### config.mk
export PLATFORM = sky130hd
export DESIGN_NAME = tpp_timer
export DESIGN_NICKNAME = d
export VERILOG_FILES = /design/src/logic/tpp_divider.v /design/src/logic/tpp_timer.v
export VERILOG_INCLUDE_DIRS = /design/src /design/src/logic
export SDC_FILE = /design/constraint.sdc
export NUM_CORES = 1
export LEC_CHECK = 0
export BUFFER_PORTS_ARGS = -buffer_cell sky130_fd_sc_hd__buf_4
export CAP_MARGIN = 20
export CORE_MARGIN = 2
export CORE_UTILIZATION = 40
export DETAILED_ROUTE_END_ITERATION = 10
export PLACE_DENSITY = 0.59
export SLEW_MARGIN = 10
export SYNTH_ARGS = -nofsm -noshare
export SYNTH_HDL_FRONTEND = slang
export SYNTH_HIERARCHICAL = 1
export SYNTH_SLANG_ARGS = --single-unit
### constraint.sdc
create_clock -name clock -period 4.3 [get_ports clock]
set_input_delay 0.43 -clock clock [delete_from_list [all_inputs] [get_ports clock]]
set_output_delay 0.43 -clock clock [all_outputs]
set_load 0.02 [all_outputs]
### src/logic/tpp_defines.vh
// constants for the triac phase and potentiometer timer block
`ifndef TPP_DEFINES_VH
`define TPP_DEFINES_VH

// ------------------------------------------------------------
// counter and channel modes
// ------------------------------------------------------------
`define TPP_CNT_W        16
`define TPP_CNT_RST      16'h0000
`define TPP_MODE_CAPTURE 2'h0
`define TPP_MODE_SET     2'h1
`define TPP_MODE_CLEAR   2'h2
`define TPP_MODE_TOGGLE  2'h3

// ------------------------------------------------------------
// firing and conversion figures
// ------------------------------------------------------------
`define TPP_FIRE_PULSES  2'h3
`define TPP_PULSE_NS     10000
`define TPP_CLK_NS       25
`define TPP_PULSE_CYC    ((`TPP_PULSE_NS + `TPP_CLK_NS - 1) / `TPP_CLK_NS)
`define TPP_PRECHG_NS    50000
`define TPP_PRECHG_CYC   ((`TPP_PRECHG_NS + `TPP_CLK_NS - 1) / `TPP_CLK_NS)
`define TPP_STEP_SHIFT   9
`define TPP_POT_SHIFT    8

`endif

### src/logic/tpp_divider.v
// sequential unsigned divider: 24-bit dividend over 16-bit divisor
`timescale 1ns/1ps

module tpp_divider (
    // clock and reset
    input  wire        clock,
    input  wire        arst_n,
    // request
    input  wire        start,
    input  wire [23:0] dividend,
    input  wire [15:0] divisor,
    // answer
    output reg         done_reg,
    output reg  [23:0] quot_reg
);

    // ------------------------------------------------------------
    // restoring division, one quotient bit per clock
    // ------------------------------------------------------------
    reg  [16:0] rem_reg;       // partial remainder
    reg  [15:0] dsr_reg;       // latched divisor
    reg  [4:0]  cnt_reg;       // bits left
    reg         busy_reg;      // division running
    wire [16:0] trial;         // shifted remainder
    wire [16:0] diff;          // trial minus divisor

    assign trial = {rem_reg[15:0], quot_reg[23]};
    assign diff  = trial - {1'b0, dsr_reg};

    // one bit per edge; a zero divisor sets the top 16 quotient bits, caller clamps
    always @(posedge clock or negedge arst_n) begin
        if (!arst_n) begin
            rem_reg  <= 17'h00000;
            dsr_reg  <= 16'h0000;
            cnt_reg  <= 5'h00;
            busy_reg <= 1'b0;
            done_reg <= 1'b0;
            quot_reg <= 24'h000000;
        end else begin
            done_reg <= 1'b0;
            if (start && !busy_reg) begin
                rem_reg  <= 17'h00000;
                dsr_reg  <= divisor;
                quot_reg <= dividend;
                cnt_reg  <= 5'h18;
                busy_reg <= 1'b1;
            end else if (busy_reg) begin
                // subtract when it fits, else keep remainder
                if (!diff[16]) begin
                    rem_reg  <= diff;
                    quot_reg <= {quot_reg[22:0], 1'b1};
                end else begin
                    rem_reg  <= trial;
                    quot_reg <= {quot_reg[22:0], 1'b0};
                end
                cnt_reg <= cnt_reg - 5'h01;
                if (cnt_reg == 5'h01) begin
                    busy_reg <= 1'b0;
                    done_reg <= 1'b1;
                end
            end
        end
    end

endmodule

### src/logic/tpp_timer.v
// triac phase firing and potentiometer single-slope timer
// Function
// - 16-bit free-running upward wrapping counter
// - three channels: capture or set/clear/toggle compare
// - measure, spare and line/fire channel roles
// - each firing is three gate pulses
// - pot measurement starts at zero crossing
// - pot pins drive high, low or release
// - wiper = (wiper-low)*256/(high-low)
// - count until falling sense threshold
// - three terminal measurements run in turn, each after its own precharge and crossing
// - measure channel captures on discharge sense pin
// - gate output active high, rests low
// - each zero-cross edge captures line/fire reference
// - compare at reference plus offset sets gate
// - offset = speed times full cycle / 512
`timescale 1ns/1ps
`include "tpp_defines.vh"

module tpp_timer (
    // clock and reset
    input  wire        clock,
    input  wire        arst_n,
    // software control
    input  wire [7:0]  speed,
    input  wire        fire_enable,
    input  wire        pot_start,
    input  wire [1:0]  spare_mode,
    input  wire [15:0] spare_value,
    // zero-cross detector, discharge sense and spare capture input
    input  wire        zero_cross,
    input  wire        discharge_sense_pin,
    input  wire        spare_in,
    // pot terminals: high, wiper, low (one out and one oe bit each)
    output reg  [2:0]  pot_out_reg,
    output reg  [2:0]  pot_oe_reg,
    // triac gate and spare output
    output reg         gate_reg,
    output reg         spare_out_reg,
    // results
    output reg  [15:0] counter_reg,
    output reg  [15:0] step_reg,
    output reg  [7:0]  pot_value_reg,
    output reg         pot_valid_reg,
    output reg  [15:0] spare_capture_reg
);

    // ------------------------------------------------------------
    // state codes
    // ------------------------------------------------------------
    localparam MS_IDLE = 3'h0;   // waiting for start
    localparam MS_PRE  = 3'h1;   // precharge all terminals
    localparam MS_WAIT = 3'h2;   // wait for zero crossing
    localparam MS_DIS  = 3'h3;   // discharge one terminal
    localparam MS_DIV  = 3'h4;   // ratio division running
    localparam FS_REF  = 2'h0;   // waiting for reference
    localparam FS_CMP  = 2'h1;   // compare armed
    localparam FS_PUL  = 2'h2;   // gate pulse train

    // ------------------------------------------------------------
    // shared helpers
    // ------------------------------------------------------------
    // wrap-tolerant elapsed counts
    function [15:0] elapsed;
        input [15:0] now_v;
        input [15:0] ref_v;
        begin
            elapsed = now_v - ref_v;
        end
    endfunction

    // one-hot discharge terminal select
    function [2:0] term_onehot;
        input [1:0] idx;
        begin
            term_onehot = 3'h1 << idx;
        end
    endfunction

    // ------------------------------------------------------------
    // free-running counter
    // ------------------------------------------------------------
    wire [15:0] counter_next;
    assign counter_next = counter_reg + 16'h0001;

    // counts every clock, wraps at the top
    always @(posedge clock or negedge arst_n) begin
        if (!arst_n)
            counter_reg <= `TPP_CNT_RST;
        else
            counter_reg <= counter_next;
    end

    // ------------------------------------------------------------
    // edge detection on synchronous inputs
    // ------------------------------------------------------------
    reg  zc_prev_reg;      // zero-cross last level
    reg  sense_prev_reg;   // discharge sense last level
    reg  spare_prev_reg;   // spare input last level
    wire zc_edge;          // any zero-cross edge
    wire sense_fall;       // sense crossed down
    wire spare_rise;       // spare capture event

    assign zc_edge    = zero_cross ^ zc_prev_reg;
    assign sense_fall = sense_prev_reg & ~discharge_sense_pin;
    assign spare_rise = spare_in & ~spare_prev_reg;

    // previous levels for edge finding
    always @(posedge clock or negedge arst_n) begin
        if (!arst_n) begin
            zc_prev_reg    <= 1'b0;
            sense_prev_reg <= 1'b0;
            spare_prev_reg <= 1'b0;
        end else begin
            zc_prev_reg    <= zero_cross;
            sense_prev_reg <= discharge_sense_pin;
            spare_prev_reg <= spare_in;
        end
    end

    // ------------------------------------------------------------
    // line/fire channel: capture, step, compare, pulse train
    // ------------------------------------------------------------
    reg  [1:0]  fs_reg;        // fire state
    reg  [15:0] zc_ref_reg;    // reference of last crossing
    reg  [15:0] cyc_ref_reg;   // reference two crossings ago
    reg         zc_half_reg;   // toggles each crossing
    reg  [15:0] cmp_reg;       // compare value
    reg  [1:0]  pulse_cnt_reg; // pulses delivered
    reg  [15:0] pw_cnt_reg;    // pulse width and gap timer
    wire [23:0] offset;        // speed times step

    assign offset = {16'h0000, speed} * {8'h00, step_reg};

    // capture on every crossing, then compare and pulse
    always @(posedge clock or negedge arst_n) begin
        if (!arst_n) begin
            fs_reg        <= FS_REF;
            zc_ref_reg    <= 16'h0000;
            cyc_ref_reg   <= 16'h0000;
            zc_half_reg   <= 1'b0;
            step_reg      <= 16'h0000;
            cmp_reg       <= 16'h0000;
            pulse_cnt_reg <= 2'h0;
            pw_cnt_reg    <= 16'h0000;
            gate_reg      <= 1'b0;
        end else begin
            if (zc_edge) begin
                zc_ref_reg  <= counter_reg;
                zc_half_reg <= ~zc_half_reg;
                // full cycle every second crossing
                if (zc_half_reg) begin
                    step_reg    <= elapsed(counter_reg, cyc_ref_reg)
                                   >> `TPP_STEP_SHIFT;
                    cyc_ref_reg <= counter_reg;
                end
                cmp_reg  <= counter_reg + offset[15:0];
                gate_reg <= 1'b0;
                fs_reg   <= fire_enable ? FS_CMP : FS_REF;
            end else begin
                case (fs_reg)
                    FS_CMP: begin
                        // match sets the gate: first pulse
                        if (counter_reg == cmp_reg) begin
                            gate_reg      <= 1'b1;
                            pulse_cnt_reg <= 2'h1;
                            pw_cnt_reg    <= 16'h0000;
                            fs_reg        <= FS_PUL;
                        end
                    end
                    FS_PUL: begin
                        // equal high and low phases, three pulses
                        if (pw_cnt_reg == `TPP_PULSE_CYC - 1) begin
                            pw_cnt_reg <= 16'h0000;
                            if (gate_reg) begin
                                gate_reg <= 1'b0;
                                if (pulse_cnt_reg == `TPP_FIRE_PULSES)
                                    fs_reg <= FS_REF;
                            end else begin
                                gate_reg      <= 1'b1;
                                pulse_cnt_reg <= pulse_cnt_reg + 2'h1;
                            end
                        end else begin
                            pw_cnt_reg <= pw_cnt_reg + 16'h0001;
                        end
                    end
                    default: begin
                        gate_reg <= 1'b0;
                    end
                endcase
            end
        end
    end

    // ------------------------------------------------------------
    // spare channel: free capture or compare output
    // ------------------------------------------------------------
    // generic mode kept for other uses
    always @(posedge clock or negedge arst_n) begin
        if (!arst_n) begin
            spare_capture_reg <= 16'h0000;
            spare_out_reg     <= 1'b0;
        end else begin
            case (spare_mode)
                `TPP_MODE_CAPTURE: begin
                    if (spare_rise)
                        spare_capture_reg <= counter_reg;
                end
                `TPP_MODE_SET: begin
                    if (counter_reg == spare_value)
                        spare_out_reg <= 1'b1;
                end
                `TPP_MODE_CLEAR: begin
                    if (counter_reg == spare_value)
                        spare_out_reg <= 1'b0;
                end
                default: begin
                    if (counter_reg == spare_value)
                        spare_out_reg <= ~spare_out_reg;
                end
            endcase
        end
    end

    // ------------------------------------------------------------
    // measure channel: single-slope conversion sequencer
    // ------------------------------------------------------------
    reg  [2:0]  ms_reg;            // measure state
    reg  [1:0]  term_reg;          // 0 high, 1 wiper, 2 low
    reg  [15:0] start_reg;         // discharge start count
    reg  [15:0] pre_cnt_reg;       // precharge timer
    reg  [15:0] cnt_hi_reg;        // pot_high_count
    reg  [15:0] cnt_wp_reg;        // pot_wiper_count
    reg  [15:0] div_den_reg;       // high minus low
    reg  [23:0] div_num_reg;       // (wiper minus low) * 256
    reg         div_go_reg;        // divider start pulse
    wire        div_done;          // divider answer
    wire [23:0] div_quot;          // divider quotient
    wire [15:0] meas;              // elapsed discharge counts

    assign meas = elapsed(counter_reg, start_reg);

    // precharge, wait crossing, discharge each terminal, divide
    always @(posedge clock or negedge arst_n) begin
        if (!arst_n) begin
            ms_reg        <= MS_IDLE;
            term_reg      <= 2'h0;
            start_reg     <= 16'h0000;
            pre_cnt_reg   <= 16'h0000;
            cnt_hi_reg    <= 16'h0000;
            cnt_wp_reg    <= 16'h0000;
            div_den_reg   <= 16'h0000;
            div_num_reg   <= 24'h000000;
            div_go_reg    <= 1'b0;
            pot_out_reg   <= 3'h0;
            pot_oe_reg    <= 3'h0;
            pot_value_reg <= 8'h00;
            pot_valid_reg <= 1'b0;
        end else begin
            div_go_reg    <= 1'b0;
            pot_valid_reg <= 1'b0;
            case (ms_reg)
                MS_IDLE: begin
                    pot_oe_reg <= 3'h0;
                    if (pot_start) begin
                        term_reg    <= 2'h0;
                        pre_cnt_reg <= 16'h0000;
                        ms_reg      <= MS_PRE;
                    end
                end
                MS_PRE: begin
                    // all terminals high to charge the capacitor
                    pot_out_reg <= 3'h7;
                    pot_oe_reg  <= 3'h7;
                    if (pre_cnt_reg == `TPP_PRECHG_CYC - 1)
                        ms_reg <= MS_WAIT;
                    else
                        pre_cnt_reg <= pre_cnt_reg + 16'h0001;
                end
                MS_WAIT: begin
                    // same supply point for every conversion
                    if (zc_edge) begin
                        start_reg   <= counter_reg;
                        pot_out_reg <= 3'h0;
                        pot_oe_reg  <= term_onehot(term_reg);
                        ms_reg      <= MS_DIS;
                    end
                end
                MS_DIS: begin
                    // capture on falling sense threshold
                    if (sense_fall) begin
                        case (term_reg)
                            2'h0:    cnt_hi_reg <= meas;
                            2'h1:    cnt_wp_reg <= meas;
                            default: begin
                                div_den_reg <= cnt_hi_reg - meas;
                                div_num_reg <= {cnt_wp_reg - meas, 8'h00};
                            end
                        endcase
                        // next terminal is precharged again and waits for a crossing
                        if (term_reg == 2'h2) begin
                            pot_oe_reg <= 3'h0;
                            div_go_reg <= 1'b1;
                            ms_reg     <= MS_DIV;
                        end else begin
                            term_reg    <= term_reg + 2'h1;
                            pre_cnt_reg <= 16'h0000;
                            ms_reg      <= MS_PRE;
                        end
                    end
                end
                MS_DIV: begin
                    // clamp keeps the result in 0..255
                    if (div_done) begin
                        pot_value_reg <= (div_quot[23:8] != 16'h0000) ? 8'hFF
                                         : div_quot[7:0];
                        pot_valid_reg <= 1'b1;
                        ms_reg        <= MS_IDLE;
                    end
                end
                default: begin
                    ms_reg <= MS_IDLE;
                end
            endcase
        end
    end

    // ratio divider, 24 clocks per result, one quotient bit each
    tpp_divider u_div (
        .clock    (clock),
        .arst_n   (arst_n),
        .start    (div_go_reg),
        .dividend (div_num_reg),
        .divisor  (div_den_reg),
        .done_reg (div_done),
        .quot_reg (div_quot)
    );

endmodule

==> impl_metrics.env, run 1 <==
export IMPL_finalCritPeriodShare_pct=99.8
export IMPL_largest_reg_flops=24
export IMPL_clk_latency_ns=0.55
export IMPL_crit_path_cell_trace="and2_4 > fa_1 > inv_2 > fa_1 > inv_1 > fa_1 > inv_2 > fa_1 > inv_2 > ha_4 > a2111oi_4 > nor3_2 > o311a_1 > or3_1 > nand3_1"
export IMPL_detail_route_iter0_violations=803
export IMPL_top_layer="met4"
export IMPL_viasPerCell=5.14
export IMPL_path_class="flip-flop to flip-flop"
export IMPL_cp_end_kind="flip-flop"
export IMPL_yosysUniqueCellTypes=84
export IMPL_diodes=0
export IMPL_antenna_found_initial=0
export IMPL_cts_tree="built"
export IMPL_die_area_sq_mm=0.0459
export IMPL_dr_wl_met3_um=1770
export IMPL_finish_instance_area_sq_mm=0.0206
export IMPL_cts_sinks=275
export IMPL_max_slew_margin_rel_pct=30.1
export IMPL_grt_pass1_vias=13398
export IMPL_p_sw_uw=3220
export IMPL_syn_area_sq_mm=0.0177
export IMPL_dpl_instance_area_sq_mm=0.0193
export IMPL_cp_data_arrival_time_ns=4.77
export IMPL_core_area_sq_mm=0.0439
export IMPL_grt_pass1_wl_um=68400
export IMPL_start_util_pct=40.3
export IMPL_wl_met1_um=18800
export IMPL_cts_root_buf="clkbuf_16"
export IMPL_wl_um=41100
export IMPL_synth_seq_cells=275
export IMPL_cts_buffers=35
export IMPL_holdWs_ns=-0.0413
export IMPL_maxSlewViolCount=0
export IMPL_p_clk_share_pct=32.0
export IMPL_syn_inst=1920
export IMPL_vias=13638
export IMPL_combPwrFrac_pct=38.3
export IMPL_drtPass1Iterations=8
export IMPL_setup_violations_final=0
export IMPL_core_rowCount=77
export IMPL_hold_viol=7
export IMPL_dr_wl_met2_um=19600
export IMPL_slowest_delay_ns=0.56
export IMPL_fin_setup_tns_ns=0
export IMPL_tightest_slew_ns=1.05
export IMPL_grt_usage_pct=18.0
export IMPL_overflow=0
export IMPL_placedCellCount=2587
export IMPL_max_freq_mhz=233
export IMPL_path_max_fanout=3
export IMPL_fillers=4220
export IMPL_seqPwrFrac_pct=29.7
export IMPL_grt_max_degree=128
export IMPL_port_buffers=88
export IMPL_drive_gt1_share_pct=14.3
export IMPL_hp_class="input pin to asynchronous set/reset pin"
export IMPL_p_leak_uw=0.00969
export IMPL_clkTransAtPathRegs_ns=0.06
export IMPL_clock_skew_ns=0.0237
export IMPL_die_h_um=214
export IMPL_vdd_drop_max_uv=592
export IMPL_powerDensity_mw_per_mm2=469
export IMPL_avgSynthCellArea_sq_um=9.22
export IMPL_die_width_um=214
export IMPL_drv_cap=0
export IMPL_fin_cells=2652
export IMPL_async_flop_share_pct=100
export IMPL_place_hpwl_um=29900
export IMPL_wl_per_cell_um=15.5
export IMPL_cp_required_ns=4.78
export IMPL_internal_power_uw=6460
export IMPL_htreeDepth=2
export IMPL_min_period_ns=4.29
export IMPL_rsz0062_at_grt="true"
export IMPL_synth_ff_type="dfrtp_1"
export IMPL_io_pins=98
export IMPL_ys_seq_area_share_pct=38.9
export IMPL_ys_warn_count=6
export IMPL_gp_congestion=0.836
export IMPL_synth_edf_count=0
export IMPL_switching_share_pct=33.2
export IMPL_start_kind="flip-flop"
export IMPL_violations="negative hold slack"
export IMPL_clock_path_buffers=3
export IMPL_status="complete, but fails checks"
export IMPL_crit_path_top_delay_cell="fa_1"
export IMPL_ant_nets=0
export IMPL_p_total_uw=9680
export IMPL_regToRegSetupSlack_ns=0.008
export IMPL_drc=0
export IMPL_final_nets=2239
export IMPL_crit_top_cell="fa_1"
export IMPL_areaGrowthSynthToFinish_pct=16.5
[metal layers]
layer	global-route usage, %	up-vias
li1	-	6759
met5	0	-
met2	30.2	279
met4	5.97	0
met3	2.98	57
met1	23.7	6543
[power groups by stage]
| stage | Combinational [uW] | Sequential (uW) | Clock [uW] |
|---|---|---|---|
| global route | 4200 | 2890 | 3280 |
| finish | 3710 | 2870 | 3100 |
| floorplan | 2390 | 2950 | 0 |
| global placement | 3450 | 2910 | 0 |
| CTS | 3570 | 2870 | 3190 |
| detailed placement | 3510 | 2910 | 0 |
[timing repair]
action | 4_1_cts | 5_1_grt
pin swaps | 1 | 8
gates resized for setup | 5 | 25
endpoints found under the setup margin | 3 | 12
hold buffers | 1 | 0
setup buffers | 0 | 3
cloned | 0 | 0
endpoints found under the hold margin | 1 | 0
[worst paths after layout]
check | startpoint | to | cells past startpoint
worst max-delay path | step_reg[1] | cmp_reg[15] | 15
min in group clock | discharge_sense_pin | sense_prev_reg | 1
worst min register to register | u_div/done_reg | ms_reg[2] | 1
worst max register to register | step_reg[1] | cmp_reg[15] | 15
max in group asynchronous | arst_n | start_reg[7] | 2
worst min-delay path | arst_n | u_div/rem_reg[13] | 1
[through the flow]
stage | worst slack [ns] | util, %
floorplan | -0.0364 | -
global placement | -0.165 | 43.9
detailed placement | -0.266 | 43.9
CTS | 0.00807 | 46.7
global route | -0.163 | 46.9
finish | 0.00783 | 46.9
[worst max-delay path, delay by kind of cell, from the launching register on]
family                     cells  cell delay [ns]
DFF                            1             0.40
buffers and inverters          4             0.19
adders and majority gates      5             2.29
AOI/OAI and AO/OA              2             0.72
and+or+nand+nor                4             0.63
[cells in the final DEF (no fill, tap or decap), types with 7 or more instances in the layout]
master / synthesis / routed
nor4_1: 11 / 11
o211ai_1: 10 / 10
conb_1: 1 / 17
a21oi_2: 5 / 7
dfrtp_1: 275 / 272
xor2_1: 57 / 54
clkinv_2: 0 / 7
nand2b_1: 19 / 19
clkbuf_16: 0 / 36
buf_4: 12 / 143
o21ai_0: 176 / 171
mux2i_1: 27 / 27
nand4_1: 17 / 17
o22a_1: 8 / 8
a21o_1: 19 / 19
nand2_1: 279 / 279
xnor2_1: 74 / 74
and3_1: 25 / 25
mux2_2: 21 / 21
nor2b_1: 12 / 12
nor2_1: 87 / 86
clkbuf_1: 66 / 8
a21oi_1: 82 / 80
inv_1: 162 / 159
and2_1: 40 / 38
nand3_1: 44 / 44
ha_1: 125 / 121
or3_1: 17 / 16
fa_1: 46 / 46
o31ai_1: 14 / 13
nor3_1: 40 / 38
a31oi_1: 7 / 7
o21a_1: 19 / 19
[cell type report]
cell class                 count  area (sq um)  share of cell area (%)
tap                          592           741                    3.59
multi-input combinational   1413         10000                    48.6
clock buffer                  45           945                    4.58
timing repair buffer         148          1150                    5.58
inverter                     162           608                    2.95
sequential                   275          6890                    33.4
clock inverter                17           256                    1.24
[cell usage after synthesis (21+ instances only)]
cell / number / share of area [%]
dfrtp_1: 275 / 39
nor3_1: 40 / 1.1
xor2_1: 57 / 2.8
ha_1: 125 / 8.8
o21ai_0: 176 / 5.0
fa_1: 46 / 5.2
nor2_1: 87 / 1.8
and3_1: 25 / 0.88
mux2_2: 21 / 1.3
nand2_1: 279 / 5.9
inv_1: 162 / 3.4
clkbuf_1: 66 / 1.4
nand3_1: 44 / 1.2
and2_1: 40 / 1.4
a21oi_1: 82 / 2.3
mux2i_1: 27 / 1.5
xnor2_1: 74 / 3.7
[logic make-up after synthesis]
group | count (synthesis) | share of synthesized area, %
and+or+nand+nor | 620 | 16.6
AOI/OAI and AO/OA | 426 | 15.5
DFF | 275 | 38.9
buffers and inverters | 248 | 5.63
adders and majority gates | 171 | 14.0
xor gates and xnor gates | 131 | 6.48
muxes | 48 | 2.86
other | 1 | 0.0212
Note: power is estimated with default switching activity, not from simulation.
==> inputs of run 2 (changes only) <==
PLACE_DENSITY = not set   (was 0.59)
PLACE_DENSITY_LB_ADDON = 0.12   (was not set)
==> run 2 against run 1 <==
  * The run now ends clean
  * Worst setup slack better by 0.019 ns
  * Largest cell class unchanged
  * Hold slack gained 0.14 ns
  * Non-clock buffer count is 13 higher
  * Highest routed layer unchanged
  * Clock power fell by 5%
  * Die area unchanged
  * Via count decreased by 1.3%
  * Routed wire length up 0.25%
  * Count of clock-buffer cells in the layout is 6 higher
==> impl_metrics.env, run 2 (synthesized netlist as in run 1, its figures left out) <==
export IMPL_preCtsSetupSlack_ns=-0.236
export IMPL_grt_usage_pct=18.2
export IMPL_hold_viol=0
export IMPL_vias=13455
export IMPL_cp_end_kind="flip-flop"
export IMPL_fin_cells=2664
export IMPL_clk_latency_ns=0.54
export IMPL_placedCellCount=2594
export IMPL_drc=0
export IMPL_areaGrowthSynthToFinish_pct=16.7
export IMPL_detail_route_iter0_violations=631
export IMPL_rsz0062_at_grt="true"
export IMPL_core_area_sq_mm=0.0439
export IMPL_p_leak_uw=0.00971
export IMPL_clkTransAtPathRegs_ns=0.06
export IMPL_drv_cap=0
export IMPL_core_rowCount=77
export IMPL_use_met1_pct=25.0
export IMPL_max_slew_margin_rel_pct=32.6
export IMPL_overflow=0
export IMPL_grt_max_degree=106
export IMPL_start_util_pct=40.3
export IMPL_path_max_fanout=3
export IMPL_cts_sinks=275
export IMPL_clock_skew_ns=0.0174
export IMPL_path_class="flip-flop to flip-flop"
export IMPL_largest_reg_flops=24
export IMPL_viasPerCell=5.05
export IMPL_finalCritPeriodShare_pct=99.4
export IMPL_io_pins=98
export IMPL_maxSlewViolCount=0
export IMPL_cts_buffers=36
export IMPL_vdd_drop_max_uv=564
export IMPL_die_area_sq_mm=0.0459
export IMPL_setup_violations_final=0
export IMPL_place_hpwl_um=30000
export IMPL_port_buffers=88
export IMPL_cp_required_ns=4.77
export IMPL_final_nets=2253
export IMPL_htreeDepth=2
export IMPL_max_freq_mhz=234
export IMPL_drive_gt1_share_pct=14.9
export IMPL_fin_ws_ns=0.0267
export IMPL_status="complete, no violations"
export IMPL_gp_congestion=0.813
export IMPL_cts_tree="built"
export IMPL_antenna_found_initial=0
export IMPL_tightest_slew_ns=1.01
export IMPL_final_common_cell="nand2_1"
export IMPL_die_h_um=214
export IMPL_final_cell_mix="nand2_1, dfrtp_1, o21ai_0, inv_1, buf_4"
export IMPL_grt_use_met3_pct=3.02
export IMPL_grt_busiest_layer="met2"
export IMPL_ant_nets=0
export IMPL_die_width_um=214
export IMPL_grt_pass1_wl_um=68900
export IMPL_grt_pass1_vias=13308
export IMPL_powerDensity_mw_per_mm2=456
export IMPL_hp_class="input pin to flip-flop"
export IMPL_start_kind="flip-flop"
export IMPL_drtPass1Iterations=5
export IMPL_wl_per_cell_um=15.5
export IMPL_wl_um=41200
export IMPL_cp_data_arrival_time_ns=4.74
export IMPL_use_met2_pct=30.0
export IMPL_clock_path_buffers=3
export IMPL_min_period_ns=4.27
export IMPL_diodes=0
export IMPL_cts_root_buf="clkbuf_16"
==> run 2: layer usage <==
layer / wire, um / vias up
li1: - / 6797
met1: 19800 / 6411
met2: 19200 / 193
met3: 1480 / 54
met4: 750 / 0
met5: 0 / -
==> run 2: final timing paths <==
kind | cells after the start | startpoint | slack [ns] | to
setup / recovery | 15 | step_reg[1] | 0.03 | cmp_reg[15]
hold / removal | 3 | fire_enable | 0.1 | fs_reg[0]
setup reg to reg | 15 | step_reg[1] | 0.03 | cmp_reg[15]
hold reg to reg | 1 | u_div/done_reg | 0.44 | ms_reg[2]
max in group asynchronous | 3 | arst_n | 2.76 | step_reg[2]
min in group asynchronous | 2 | arst_n | 0.57 | u_div/dsr_reg[6]
==> run 2: power by group <==
part / switching, uW / internal [uW] / leakage [uW] / total [uW]
clock network: 1170 / 1770 / 0.000557 / 2940
registers: 120 / 2750 / 0.00356 / 2870
logic: 1870 / 1740 / 0.00559 / 3610
==> run 2: layout make-up <==
cell class                      instances  area (sq um)
Clock buffer                           51          1020
Clock inverter                         10           121
Fill cell                            4249         23300
Inverter                              162           608
Multi-Input combinational cell       1413         10000
Sequential cell                       275          6890
Tap cell                              592           741
Timing Repair Buffer                  161          1260
==> run 2: through the flow <==
step / hold slack (ns) / total power (uW) / util [%] / area, sq um / TNS, ns
floorplan: 0.134 / 5340 / - / 17800 / -0.0364
global placement: 0.440 / 6380 / 44.0 / 19300 / -0.572
detailed placement: 0.441 / 6410 / 44.0 / 19300 / -0.716
CTS: 0.0612 / 9510 / 46.8 / 20600 / 0
global route: 0.0831 / 10100 / 47.0 / 20700 / -0.261
finish: 0.0961 / 9420 / 47.0 / 20700 / 0
==> run 2: critical path: stages, from the launching register on <==
cell       delay, ns
dfrtp_2         0.41
and2_4          0.14
fa_1            0.55
inv_2           0.05
fa_1            0.51
inv_2           0.04
fa_1            0.47
inv_1           0.05
fa_1            0.49
inv_2           0.05
ha_4            0.24
a2111oi_4       0.37
nor3_2          0.10
o311a_1         0.33
or3_1           0.31
nand3_1         0.09
==> run 2: repair_timing <==
action / in CTS / in global routing
gates resized for setup: 10 / 21
pin swaps: 7 / 9
endpoints found under the setup margin: 4 / 12
gates cloned: 0 / 0
buffers inserted: 4 / 1
endpoints found under the hold margin: 63 / 0
hold buffers: 4 / 0
